`config.mk`:
```
export PLATFORM = sky130hd
export DESIGN_NAME = gpio_extender
export DESIGN_NICKNAME = d
export VERILOG_FILES = /design/src/gpio_extender_pkg.sv /design/src/gpio_extender.sv
export VERILOG_INCLUDE_DIRS = /design/src
export SDC_FILE = /design/constraint.sdc
export NUM_CORES = 2
export LEC_CHECK = 0
export BUFFER_PORTS_ARGS = -buffer_cell sky130_fd_sc_hd__buf_2
export CAP_MARGIN = 20
export CORE_ASPECT_RATIO = 0.8
export CORE_MARGIN = 2
export CORE_UTILIZATION = 55
export CTS_CLUSTER_SIZE = 10
export DETAILED_ROUTE_END_ITERATION = 10
export PLACE_DENSITY = 0.74
export RECOVER_POWER = 25
export SETUP_SLACK_MARGIN = 0.5
export SLEW_MARGIN = 20
export SYNTH_ARGS = -nofsm -noshare
export SYNTH_HDL_FRONTEND = slang
export SYNTH_SLANG_ARGS = --single-unit
```
`constraint.sdc`:
```
create_clock -name sys_clk -period 23.4 [get_ports sys_clk]
set_clock_uncertainty 0.2 [all_clocks]
set_input_delay 4.68 -clock sys_clk [delete_from_list [all_inputs] [get_ports sys_clk]]
set_output_delay 4.68 -clock sys_clk [all_outputs]
set_load 0.1 [all_outputs]
```
`src/gpio_extender_regs.svh`:
```
`ifndef GPIO_EXTENDER_REGS_SVH
`define GPIO_EXTENDER_REGS_SVH

// ----------------------------------------
// Clock and timing
// ----------------------------------------
`define CLK_MHZ 100
`define CLK_KHZ 100000
`define REG_MIN_ON_US 100
`define RAMP_STEP_MS 32
`define DEBOUNCE_US 10
`define DEBOUNCE_CYCLES (`DEBOUNCE_US * `CLK_MHZ)

// ----------------------------------------
// Register indices (byte address = 4 * index)
// ----------------------------------------
`define IDX_CFG_FIRST 6'h15
`define IDX_CFG_LAST 6'h1C
`define IDX_STATUS 6'h30
`define IDX_EVENT 6'h31
`define IDX_EVENT_CLEAR 6'h32
`define IDX_MASK 6'h33
`define IDX_OUT_CTRL 6'h34
`define IDX_PWM_A 6'h35
`define IDX_PWM_B 6'h36
`define IDX_HW_STAT 6'h37

// ----------------------------------------
// Field positions and reset values
// ----------------------------------------
`define OUT_CTRL_FLASH_LSB 0
`define OUT_CTRL_PWM_LSB 2
`define CFG_RESET 8'h00
`define MASK_RESET 16'hFFFF
`define WAKE_PORTS 16'hEFF9
`define PORT_REG_FOUR 1
`define PORT_REG_FIVE 2
`define PORT_SEQ_WAIT 10
`define PORT_FLASH_LO 10
`define PORT_REG_NINE 12
`define PORT_PWM_LO 14

`endif

```
`src/gpio_extender_pkg.sv`:
```
package gpio_extender_pkg;

	// ----------------------------------------
	// Pin function, port nibble, regulator FSM
	// ----------------------------------------
	typedef enum logic [1:0] {
		FUNC_ALT = 2'b00,
		FUNC_INPUT = 2'b01,
		FUNC_OPEN_DRAIN = 2'b10,
		FUNC_PUSH_PULL = 2'b11
	} pinFunc_t;

	typedef struct packed {
		logic levelDebounceSelect;
		logic polaritySupplySelect;
		pinFunc_t pinFunctionSelect;
	} portCfg_t;

	typedef enum logic [2:0] {
		REG_OFF = 3'b001,
		REG_MIN = 3'b010,
		REG_ON = 3'b100
	} regState_t;

	// ----------------------------------------
	// APB carriers
	// ----------------------------------------
	typedef struct packed {
		logic psel;
		logic penable;
		logic pwrite;
		logic [7:0] paddr;
		logic [31:0] pwdata;
	} apbReq_t;

	typedef struct packed {
		logic pready;
		logic pslverr;
		logic [31:0] prdata;
	} apbRsp_t;

endpackage

```
`src/gpio_extender.sv`:
```
// Notes on behaviour
// - Two-bit function per port: alternate input, general input, open-drain or push-pull.
// - Polarity bit 0: input active low; output on supply one, pull-up if open-drain.
// - General inputs are monitored continuously in every operating mode.
// - Input status follows pin directly, or through the debounce filter when enabled.
// - Edge into active level sets event flag; unmasked flags pull interrupt low.
// - Inputs 0, 3-11, 13-15 raise wake-up on activation when debouncing is on.
// - Input 12, debounce off, drives regulator nine enable, held at least 100 us.
// - Inputs 1 and 2 likewise drive regulator four and five enables.
// - Sequencer wait step stalls until input 10 turns active, then releases.
// - Polarity and supply selection also apply to alternate functions.
// - Level/debounce bit also enables wake-up from alternate functions.
// - Analog threshold crossing on port 1 alternate sets port 1 event flag.
// - Output ports drive the level of their level/debounce bit.
// - Outputs 10 and 11 can flash under the real-time-clock timer.
// - Outputs 14, 15 have PWM; brightness ramps one step every 32 ms.
// - Level/debounce bit 0: debounce off, drive low; 1: debounce on, drive high.
`include "gpio_extender_regs.svh"
`timescale 1ns/1ns
`default_nettype none

module gpio_extender #(
	parameter int unsigned REG_MIN_ON_CYCLES = `REG_MIN_ON_US * `CLK_MHZ,
	parameter int unsigned RAMP_STEP_CYCLES = `RAMP_STEP_MS * `CLK_KHZ
) (
	// Clock and reset
	input wire logic sys_clk,
	input wire logic reset,
	// Register bus
	input wire gpio_extender_pkg::apbReq_t apbReq,
	output gpio_extender_pkg::apbRsp_t apbRsp,
	// Port pins
	input wire logic [15:0] pinIn,
	output logic [15:0] pinOut,
	output logic [15:0] pinOe,
	output logic [15:0] pullUpEnable,
	output logic [15:0] supplyTwoSelect,
	// Alternate functions and timers
	input wire logic [15:0] altLevel,
	input wire logic analogBThresholdCross,
	input wire logic rtcFlash,
	// System side
	input wire logic seqWaitRequest,
	output logic seqWaitRelease,
	output logic wakeUp,
	output logic regulatorFourEnable,
	output logic regulatorFiveEnable,
	output logic regulatorNineEnable,
	output logic interruptRequestN
);
	import gpio_extender_pkg::*;

	// ----------------------------------------
	// Declarations
	// ----------------------------------------
	localparam int unsigned DEB_LAST = `DEBOUNCE_CYCLES - 1;
	localparam int unsigned REG_LAST = REG_MIN_ON_CYCLES - 1;
	localparam int unsigned RAMP_LAST = RAMP_STEP_CYCLES - 1;
	localparam logic [15:0] WAKE_MASK = `WAKE_PORTS;

	logic [7:0] cfgReg [8];
	logic [15:0] maskReg;
	logic [3:0] outCtrlReg;
	logic [7:0] pwmTargetReg [2];
	logic [7:0] pwmLevelReg [2];
	logic [7:0] pwmCntReg;
	logic [31:0] rampCntReg;
	logic [15:0] statusReg;
	logic [15:0] statusNext;
	logic [15:0] activePrevReg;
	logic [15:0] eventReg;
	logic [15:0] eventNext;
	logic [15:0] debCntReg [16];
	logic [15:0] debCntNext [16];
	logic [32:0] syncOneReg;
	logic [32:0] syncTwoReg;
	regState_t regStateReg [3];
	regState_t regStateNext [3];
	logic [31:0] regCntReg [3];
	logic [31:0] regCntNext [3];
	portCfg_t cfg [16];
	logic [15:0] isInput;
	logic [15:0] isAlt;
	logic [15:0] isOutput;
	logic [15:0] monLevel;
	logic [15:0] active;
	logic [15:0] rise;
	logic [15:0] wakeable;
	logic [15:0] drive;
	logic [15:0] pinOutNext;
	logic [15:0] pinOeNext;
	logic [2:0] regRequest;
	logic [31:0] readData;
	logic addrHit;
	logic rampTick;

	wire logic [15:0] pinSync = syncTwoReg[15:0];
	wire logic [15:0] altSync = syncTwoReg[31:16];
	wire logic flashSync = syncTwoReg[32];
	wire logic [5:0] regIdx = apbReq.paddr[7:2];
	wire logic setupPhase = apbReq.psel & ~apbReq.penable;
	wire logic accessDone = apbReq.psel & apbReq.penable & apbRsp.pready;
	wire logic wrEn = accessDone & apbReq.pwrite;
	wire logic [15:0] clearMask = (wrEn && regIdx == `IDX_EVENT_CLEAR) ?
		apbReq.pwdata[15:0] : 16'h0000;

	// Nibble of the port pair register that belongs to a port
	function automatic portCfg_t portCfgOf(input logic [7:0] pair, input int port);
		portCfgOf = (port % 2 == 1) ? portCfg_t'(pair[7:4]) : portCfg_t'(pair[3:0]);
	endfunction

	// Move a brightness one step toward its target
	function automatic logic [7:0] stepToward(input logic [7:0] cur, input logic [7:0] tgt);
		if (cur < tgt) begin
			stepToward = cur + 8'h01;
		end else if (cur > tgt) begin
			stepToward = cur - 8'h01;
		end else begin
			stepToward = cur;
		end
	endfunction

	// ----------------------------------------
	// Pin synchronisers
	// ----------------------------------------
	always_ff @(posedge sys_clk or posedge reset) begin
		if (reset) begin
			syncOneReg <= '0;
			syncTwoReg <= '0;
		end else begin
			syncOneReg <= {rtcFlash, altLevel, pinIn};
			syncTwoReg <= syncOneReg;
		end
	end

	// ----------------------------------------
	// Port decode and input path
	// ----------------------------------------
	// Per-port classification, filter and edge detection
	always_comb begin
		for (int i = 0; i < 16; i++) begin
			cfg[i] = portCfgOf(cfgReg[i / 2], i);
			isInput[i] = cfg[i].pinFunctionSelect == FUNC_INPUT;
			isAlt[i] = cfg[i].pinFunctionSelect == FUNC_ALT;
			isOutput[i] = cfg[i].pinFunctionSelect[1];
			monLevel[i] = isInput[i] ? pinSync[i] : altSync[i];
			debCntNext[i] = 16'h0000;
			statusNext[i] = statusReg[i];
			if (isOutput[i]) begin
				statusNext[i] = statusReg[i];
			end else if (!cfg[i].levelDebounceSelect) begin
				statusNext[i] = monLevel[i];
			end else if (monLevel[i] != statusReg[i]) begin
				if (debCntReg[i] == DEB_LAST[15:0]) begin
					statusNext[i] = monLevel[i];
				end else begin
					debCntNext[i] = debCntReg[i] + 16'h0001;
				end
			end
			// Polarity applies to alternate functions too
			active[i] = ~isOutput[i] &
				(statusReg[i] == cfg[i].polaritySupplySelect);
			rise[i] = active[i] & ~activePrevReg[i];
			wakeable[i] = cfg[i].levelDebounceSelect &
				((isInput[i] & WAKE_MASK[i]) | isAlt[i]);
		end
	end

	// Event flags: a new event wins over a clear in the same cycle
	always_comb begin
		eventNext = (eventReg & ~clearMask) | rise;
		if (isAlt[1] && analogBThresholdCross) begin
			eventNext[1] = 1'b1;
		end
	end

	always_ff @(posedge sys_clk or posedge reset) begin
		if (reset) begin
			statusReg <= '0;
			activePrevReg <= '1; // No false edge on ports active at reset
			eventReg <= '0;
			debCntReg <= '{default: '0};
		end else begin
			statusReg <= statusNext;
			activePrevReg <= active;
			eventReg <= eventNext;
			debCntReg <= debCntNext;
		end
	end

	// ----------------------------------------
	// Regulator enables with minimum on time
	// ----------------------------------------
	// Hardware control only with debouncing off
	assign regRequest[0] = isInput[`PORT_REG_FOUR] &
		~cfg[`PORT_REG_FOUR].levelDebounceSelect & active[`PORT_REG_FOUR];
	assign regRequest[1] = isInput[`PORT_REG_FIVE] &
		~cfg[`PORT_REG_FIVE].levelDebounceSelect & active[`PORT_REG_FIVE];
	assign regRequest[2] = isInput[`PORT_REG_NINE] &
		~cfg[`PORT_REG_NINE].levelDebounceSelect & active[`PORT_REG_NINE];

	// Hold the enable for the minimum time even if the request drops
	always_comb begin
		for (int k = 0; k < 3; k++) begin
			regStateNext[k] = regStateReg[k];
			regCntNext[k] = regCntReg[k];
			case (regStateReg[k])
				REG_OFF: begin
					if (regRequest[k]) begin
						regStateNext[k] = REG_MIN;
						regCntNext[k] = REG_LAST;
					end
				end
				REG_MIN: begin
					if (regCntReg[k] != 32'h0000_0000) begin
						regCntNext[k] = regCntReg[k] - 32'h0000_0001;
					end else if (regRequest[k]) begin
						regStateNext[k] = REG_ON;
					end else begin
						regStateNext[k] = REG_OFF;
					end
				end
				REG_ON: begin
					if (!regRequest[k]) begin
						regStateNext[k] = REG_OFF;
					end
				end
				default: begin
					regStateNext[k] = REG_OFF;
				end
			endcase
		end
	end

	always_ff @(posedge sys_clk or posedge reset) begin
		if (reset) begin
			regStateReg <= '{default: REG_OFF};
			regCntReg <= '{default: '0};
			regulatorFourEnable <= 1'b0;
			regulatorFiveEnable <= 1'b0;
			regulatorNineEnable <= 1'b0;
		end else begin
			regStateReg <= regStateNext;
			regCntReg <= regCntNext;
			regulatorFourEnable <= regStateNext[0] != REG_OFF;
			regulatorFiveEnable <= regStateNext[1] != REG_OFF;
			regulatorNineEnable <= regStateNext[2] != REG_OFF;
		end
	end

	// ----------------------------------------
	// PWM ramp for outputs 14 and 15
	// ----------------------------------------
	assign rampTick = rampCntReg == RAMP_LAST;

	always_ff @(posedge sys_clk or posedge reset) begin
		if (reset) begin
			rampCntReg <= '0;
			pwmCntReg <= '0;
			pwmLevelReg <= '{default: '0};
		end else begin
			rampCntReg <= rampTick ? 32'h0000_0000 : rampCntReg + 32'h0000_0001;
			pwmCntReg <= pwmCntReg + 8'h01;
			if (rampTick) begin
				pwmLevelReg[0] <= stepToward(pwmLevelReg[0], pwmTargetReg[0]);
				pwmLevelReg[1] <= stepToward(pwmLevelReg[1], pwmTargetReg[1]);
			end
		end
	end

	// ----------------------------------------
	// Output drive
	// ----------------------------------------
	// Level bit, optionally gated by flashing or replaced by PWM
	always_comb begin
		for (int i = 0; i < 16; i++) begin
			drive[i] = cfg[i].levelDebounceSelect;
		end
		for (int f = 0; f < 2; f++) begin
			if (outCtrlReg[`OUT_CTRL_FLASH_LSB + f]) begin
				drive[`PORT_FLASH_LO + f] = cfg[`PORT_FLASH_LO + f].levelDebounceSelect &
					flashSync;
			end
			if (outCtrlReg[`OUT_CTRL_PWM_LSB + f]) begin
				drive[`PORT_PWM_LO + f] = pwmLevelReg[f] > pwmCntReg;
			end
		end
		for (int i = 0; i < 16; i++) begin
			pinOutNext[i] = cfg[i].pinFunctionSelect == FUNC_PUSH_PULL && drive[i];
			pinOeNext[i] = cfg[i].pinFunctionSelect == FUNC_PUSH_PULL ||
				(cfg[i].pinFunctionSelect == FUNC_OPEN_DRAIN && !drive[i]);
		end
	end

	always_ff @(posedge sys_clk or posedge reset) begin
		if (reset) begin
			pinOut <= '0;
			pinOe <= '0;
			pullUpEnable <= '0;
			supplyTwoSelect <= '0;
		end else begin
			pinOut <= pinOutNext;
			pinOe <= pinOeNext;
			for (int i = 0; i < 16; i++) begin
				pullUpEnable[i] <= cfg[i].pinFunctionSelect == FUNC_OPEN_DRAIN &&
					!cfg[i].polaritySupplySelect;
				supplyTwoSelect[i] <= cfg[i].polaritySupplySelect;
			end
		end
	end

	// ----------------------------------------
	// System signals and interrupt
	// ----------------------------------------
	always_ff @(posedge sys_clk or posedge reset) begin
		if (reset) begin
			wakeUp <= 1'b0;
			seqWaitRelease <= 1'b0;
			interruptRequestN <= 1'b1;
		end else begin
			wakeUp <= |(rise & wakeable);
			seqWaitRelease <= seqWaitRequest & rise[`PORT_SEQ_WAIT] &
				isInput[`PORT_SEQ_WAIT];
			interruptRequestN <= ~|(eventNext & ~maskReg);
		end
	end

	// ----------------------------------------
	// APB slave
	// ----------------------------------------
	// Read mux and address decode
	always_comb begin
		readData = 32'h0000_0000;
		addrHit = 1'b1;
		if (regIdx >= `IDX_CFG_FIRST && regIdx <= `IDX_CFG_LAST) begin
			readData = {24'h00_0000, cfgReg[3'(regIdx - `IDX_CFG_FIRST)]};
		end else if (regIdx == `IDX_STATUS) begin
			readData = {16'h0000, statusReg};
		end else if (regIdx == `IDX_EVENT) begin
			readData = {16'h0000, eventReg};
		end else if (regIdx == `IDX_EVENT_CLEAR) begin
			readData = 32'h0000_0000;
		end else if (regIdx == `IDX_MASK) begin
			readData = {16'h0000, maskReg};
		end else if (regIdx == `IDX_OUT_CTRL) begin
			readData = {28'h000_0000, outCtrlReg};
		end else if (regIdx == `IDX_PWM_A) begin
			readData = {24'h00_0000, pwmTargetReg[0]};
		end else if (regIdx == `IDX_PWM_B) begin
			readData = {24'h00_0000, pwmTargetReg[1]};
		end else if (regIdx == `IDX_HW_STAT) begin
			readData = {13'h0000, regulatorNineEnable, regulatorFiveEnable,
				regulatorFourEnable, pwmLevelReg[1], pwmLevelReg[0]};
		end else begin
			addrHit = 1'b0;
		end
	end

	// Answer one cycle after setup; writes land at the access edge
	always_ff @(posedge sys_clk or posedge reset) begin
		if (reset) begin
			apbRsp <= '0;
			cfgReg <= '{default: `CFG_RESET};
			maskReg <= `MASK_RESET;
			outCtrlReg <= '0;
			pwmTargetReg <= '{default: '0};
		end else begin
			apbRsp.pready <= setupPhase;
			apbRsp.pslverr <= setupPhase & ~addrHit;
			apbRsp.prdata <= (setupPhase && !apbReq.pwrite) ? readData : 32'h0000_0000;
			if (wrEn && regIdx >= `IDX_CFG_FIRST && regIdx <= `IDX_CFG_LAST) begin
				cfgReg[3'(regIdx - `IDX_CFG_FIRST)] <= apbReq.pwdata[7:0];
			end else if (wrEn && regIdx == `IDX_MASK) begin
				maskReg <= apbReq.pwdata[15:0];
			end else if (wrEn && regIdx == `IDX_OUT_CTRL) begin
				outCtrlReg <= apbReq.pwdata[3:0];
			end else if (wrEn && regIdx == `IDX_PWM_A) begin
				pwmTargetReg[0] <= apbReq.pwdata[7:0];
			end else if (wrEn && regIdx == `IDX_PWM_B) begin
				pwmTargetReg[1] <= apbReq.pwdata[7:0];
			end
		end
	end

endmodule
`default_nettype wire

```
==> results.tsv <==
stage	metric	value	unit
status	status	finished, final reports clean	
synth	yosys.cell_types.count	82	
setup_path	slowest_stage	nor3b_2	
setup_path	path_depth	8	
sta	finalSetupTns	0	ns
setup_path	required	23.72	ns
final_layout	drive_gt1_share	13.3	%
setup_path	rr_startpoint	pwmLevelReg[1]	
route	vias	24700	
setup_path	worst_ep_arrival_time	8.36	ns
floorplan	core_area	60000	µm²
floorplan	die_h	225	µm
global_route	grt_pass1_wl	132000	µm
route	drt-pass1-iter-count	8	
global_route	grt_max_degree	185	
final_layout	stdcell_area	37500	µm²
placement	portBuffers	152	
run	max_cap_violations	0	
clocking	insertion_delay	0.63	ns
final_layout	seqCellArea	18100	µm²
floorplan	initial_core_util	55.8	%
final_layout	nFillCells	4615	
placement	post-place-ws	14.53	ns
placement	dp_hpwl	57000	µm
min_path	hold_path.class	flip-flop to flip-flop	
min_path	hold_depth	0	
clocking	post_cts.repair.setup_buffers	0	
placement	gp_routability_congestion	0.950	
sta	relSlewSlack	16.4	%
global_route	overflow	0	
min_path	hold_start	syncOneReg[12]	
final_layout	fin_nets	3481	
clocking	cts_buffer_depth	3	
power	leakage	0.0166	µW
synth	avgSynthCellArea	10.6	µm²
clocking	cts_buffers	83	
floorplan	die_area	62900	µm²
setup_path	crit_path_start_kind	input pin	
setup_path	crit_path_end_kind	flip-flop	
floorplan	die_x	280	µm
sta	post-route-worst-setup-slack	15.35	ns
global_route	antenna_found_initial	13	
final_layout	multi_input_area	14600	µm²
clocking	cts.clk_slew.worst_paths	0.06	ns
synth	synth-edff-count	0	
sta	worst_pin_slew	1.24	ns
setup_path	crit_family	buffers and inverters	
power	ir_worst_vdd	0.0000538	V
synth	synth_cells	3168	
route	drc	0	
synth	ys.flop_type	dfrtp_1	
clocking	tritoncts	done	
setup_path	ff2ff_path_depth	13	
synth	synth.yosys.seq_area_share	54.1	%
clocking	hold_buffers	0	
synth	synth-warning-count	0	
sta	finalHoldViolCount	0	
sta	min_period_over_period	34.4	%
route	dr.first_iter.drc_count	2564	
clocking	cts_resized	0	
setup_path	worstSetupPathType	input pin to flip-flop	
setup_path	critPathBufInv	2	
sta	rsz0062_at_grt	false	
min_path	holdPathEnd	syncTwoReg[12]	
clocking	root_buffer	clkbuf_16	
clocking	cts_max_level	3	
final_layout	syn2layout_area_growth	11.9	%
synth	synth-seq-cells	722	
setup_path	slowest_delay	0.82	ns
clocking	cts.sinks	722	
sta	max_freq	124	MHz
floorplan	ioPinCount	184	
global_route	grt_usage	26.3	%
route	vias_per_cell	5.94	
route	antenna_left	0	
route	avgRoutedWirePerCell	19.6	µm
placement	postPlaceCellArea	35000	µm²
synth	synthArstFlopShare	100	%
route	drt_wl_total	81700	µm
power	finalPower	2780	µW
power	power_density	74.2	nW/µm²
setup_path	cp_cell_sequence	buf_2, inv_1, ha_1, xnor2_4, nand2_1, a21o_1, nor3b_2, mux2_2	
setup_path	worst-path-max-fanout	24	
floorplan	core.rowCount	80	
sta	setup_viol_count_final	0	
sta	period_needed	8.05	ns
setup_path	r2r-end	pwmLevelReg[7]	
global_route	grt_pass1_vias	24700	
setup_path	r2r_slack	19.85	ns
sta	drv_slew	0	
synth	synth_area	33500	µm²
-- through the flow --
step                      hold WS (ns)  utilization (%)  std cells
after floorplan                  0.131                -       3180
after global placement           0.133             58.3       4020
after detailed placement         0.135             58.3       4020
after CTS                        0.143             62.4       4158
after global routing             0.151             62.5       4160
final                            0.138             62.5       4162
-- cell families after synthesis --
family	Yosys count	share of synthesized area, %
other	1	0.0112
buffers and inverters	212	2.56
AOI/OAI and AO/OA	355	7.03
adders and majority gates	75	2.85
DFF	722	54.1
and+or+nand+nor	1302	19.1
xor gates and xnor gates	345	9.02
muxes	156	5.38
-- layout make-up --
type                    count  area share [%]
clock inverters             6           0.237
flip-flops and latches    722            48.4
repair buffers            165            2.36
diodes                      4          0.0267
multi-input cells        2246            39.1
inverters                 108            1.09
well taps                 779            2.60
clock buffers             132            6.26
-- routing by layer --
metal,GRT usage [%],up-vias,part of all wire (%)
li1,-,11400,-
met4,11.0,14,4.1
met2,39.8,839,45
met5,0,-,0.11
met3,6.77,209,7.9
met1,36.1,12300,43
-- cell usage in the layout, fill, tap and decap left out, drive strengths merged, types with 73 or more instances in the layout --
cell type,count
dfrtp,686
nor2,452
xor2,193
nand2,190
buf,164
nand3,154
xnor2,152
clkbuf,133
a21oi,116
mux2,113
inv,110
nor3,93
ha,73
-- where the power goes --
| group | leakage [µW] | switching (µW) | total, µW | internal, µW |
|---|---|---|---|---|
| clock network | 0.00117 | 495 | 1190 | 693 |
| logic | 0.00583 | 187 | 267 | 80.7 |
| registers | 0.00963 | 36.5 | 1320 | 1290 |
-- registers in the layout, summed over array words and instances (netlist names), 21 cells and up --
name / count
rampCntReg: 32
debCntReg: 256
apbRsp: 21
syncTwoReg: 33
cfg: 64
syncOneReg: 33
regCntReg: 96
-- cell usage after synthesis (73+ instances only) --
cell type	number	area (µm²)
a21oi_1	110	551
clkbuf_1	84	315
dfrtp_1	686	17200
ha_1	73	913
inv_1	107	402
mux2_2	113	1270
nand2_1	190	713
nand3_1	154	771
nor2_1	452	1700
nor3_1	92	460
xnor2_1	152	1330
xor2_1	193	1690
-- worst max-delay path by stage --
stage | start | endpoint | slack [ns]
after global routing | apbReq[34] | cfg[21] | 15.23
after CTS | apbReq[34] | cfg[24] | 15.21
after floorplan | reset | apbRsp[0] | 8.66
after detailed placement | apbReq[34] | cfg[25] | 14.53
after global placement | apbReq[34] | cfg[31] | 14.74
final | apbReq[34] | cfg[17] | 15.35
No activity file was read; power rests on OpenSTA's default activity.
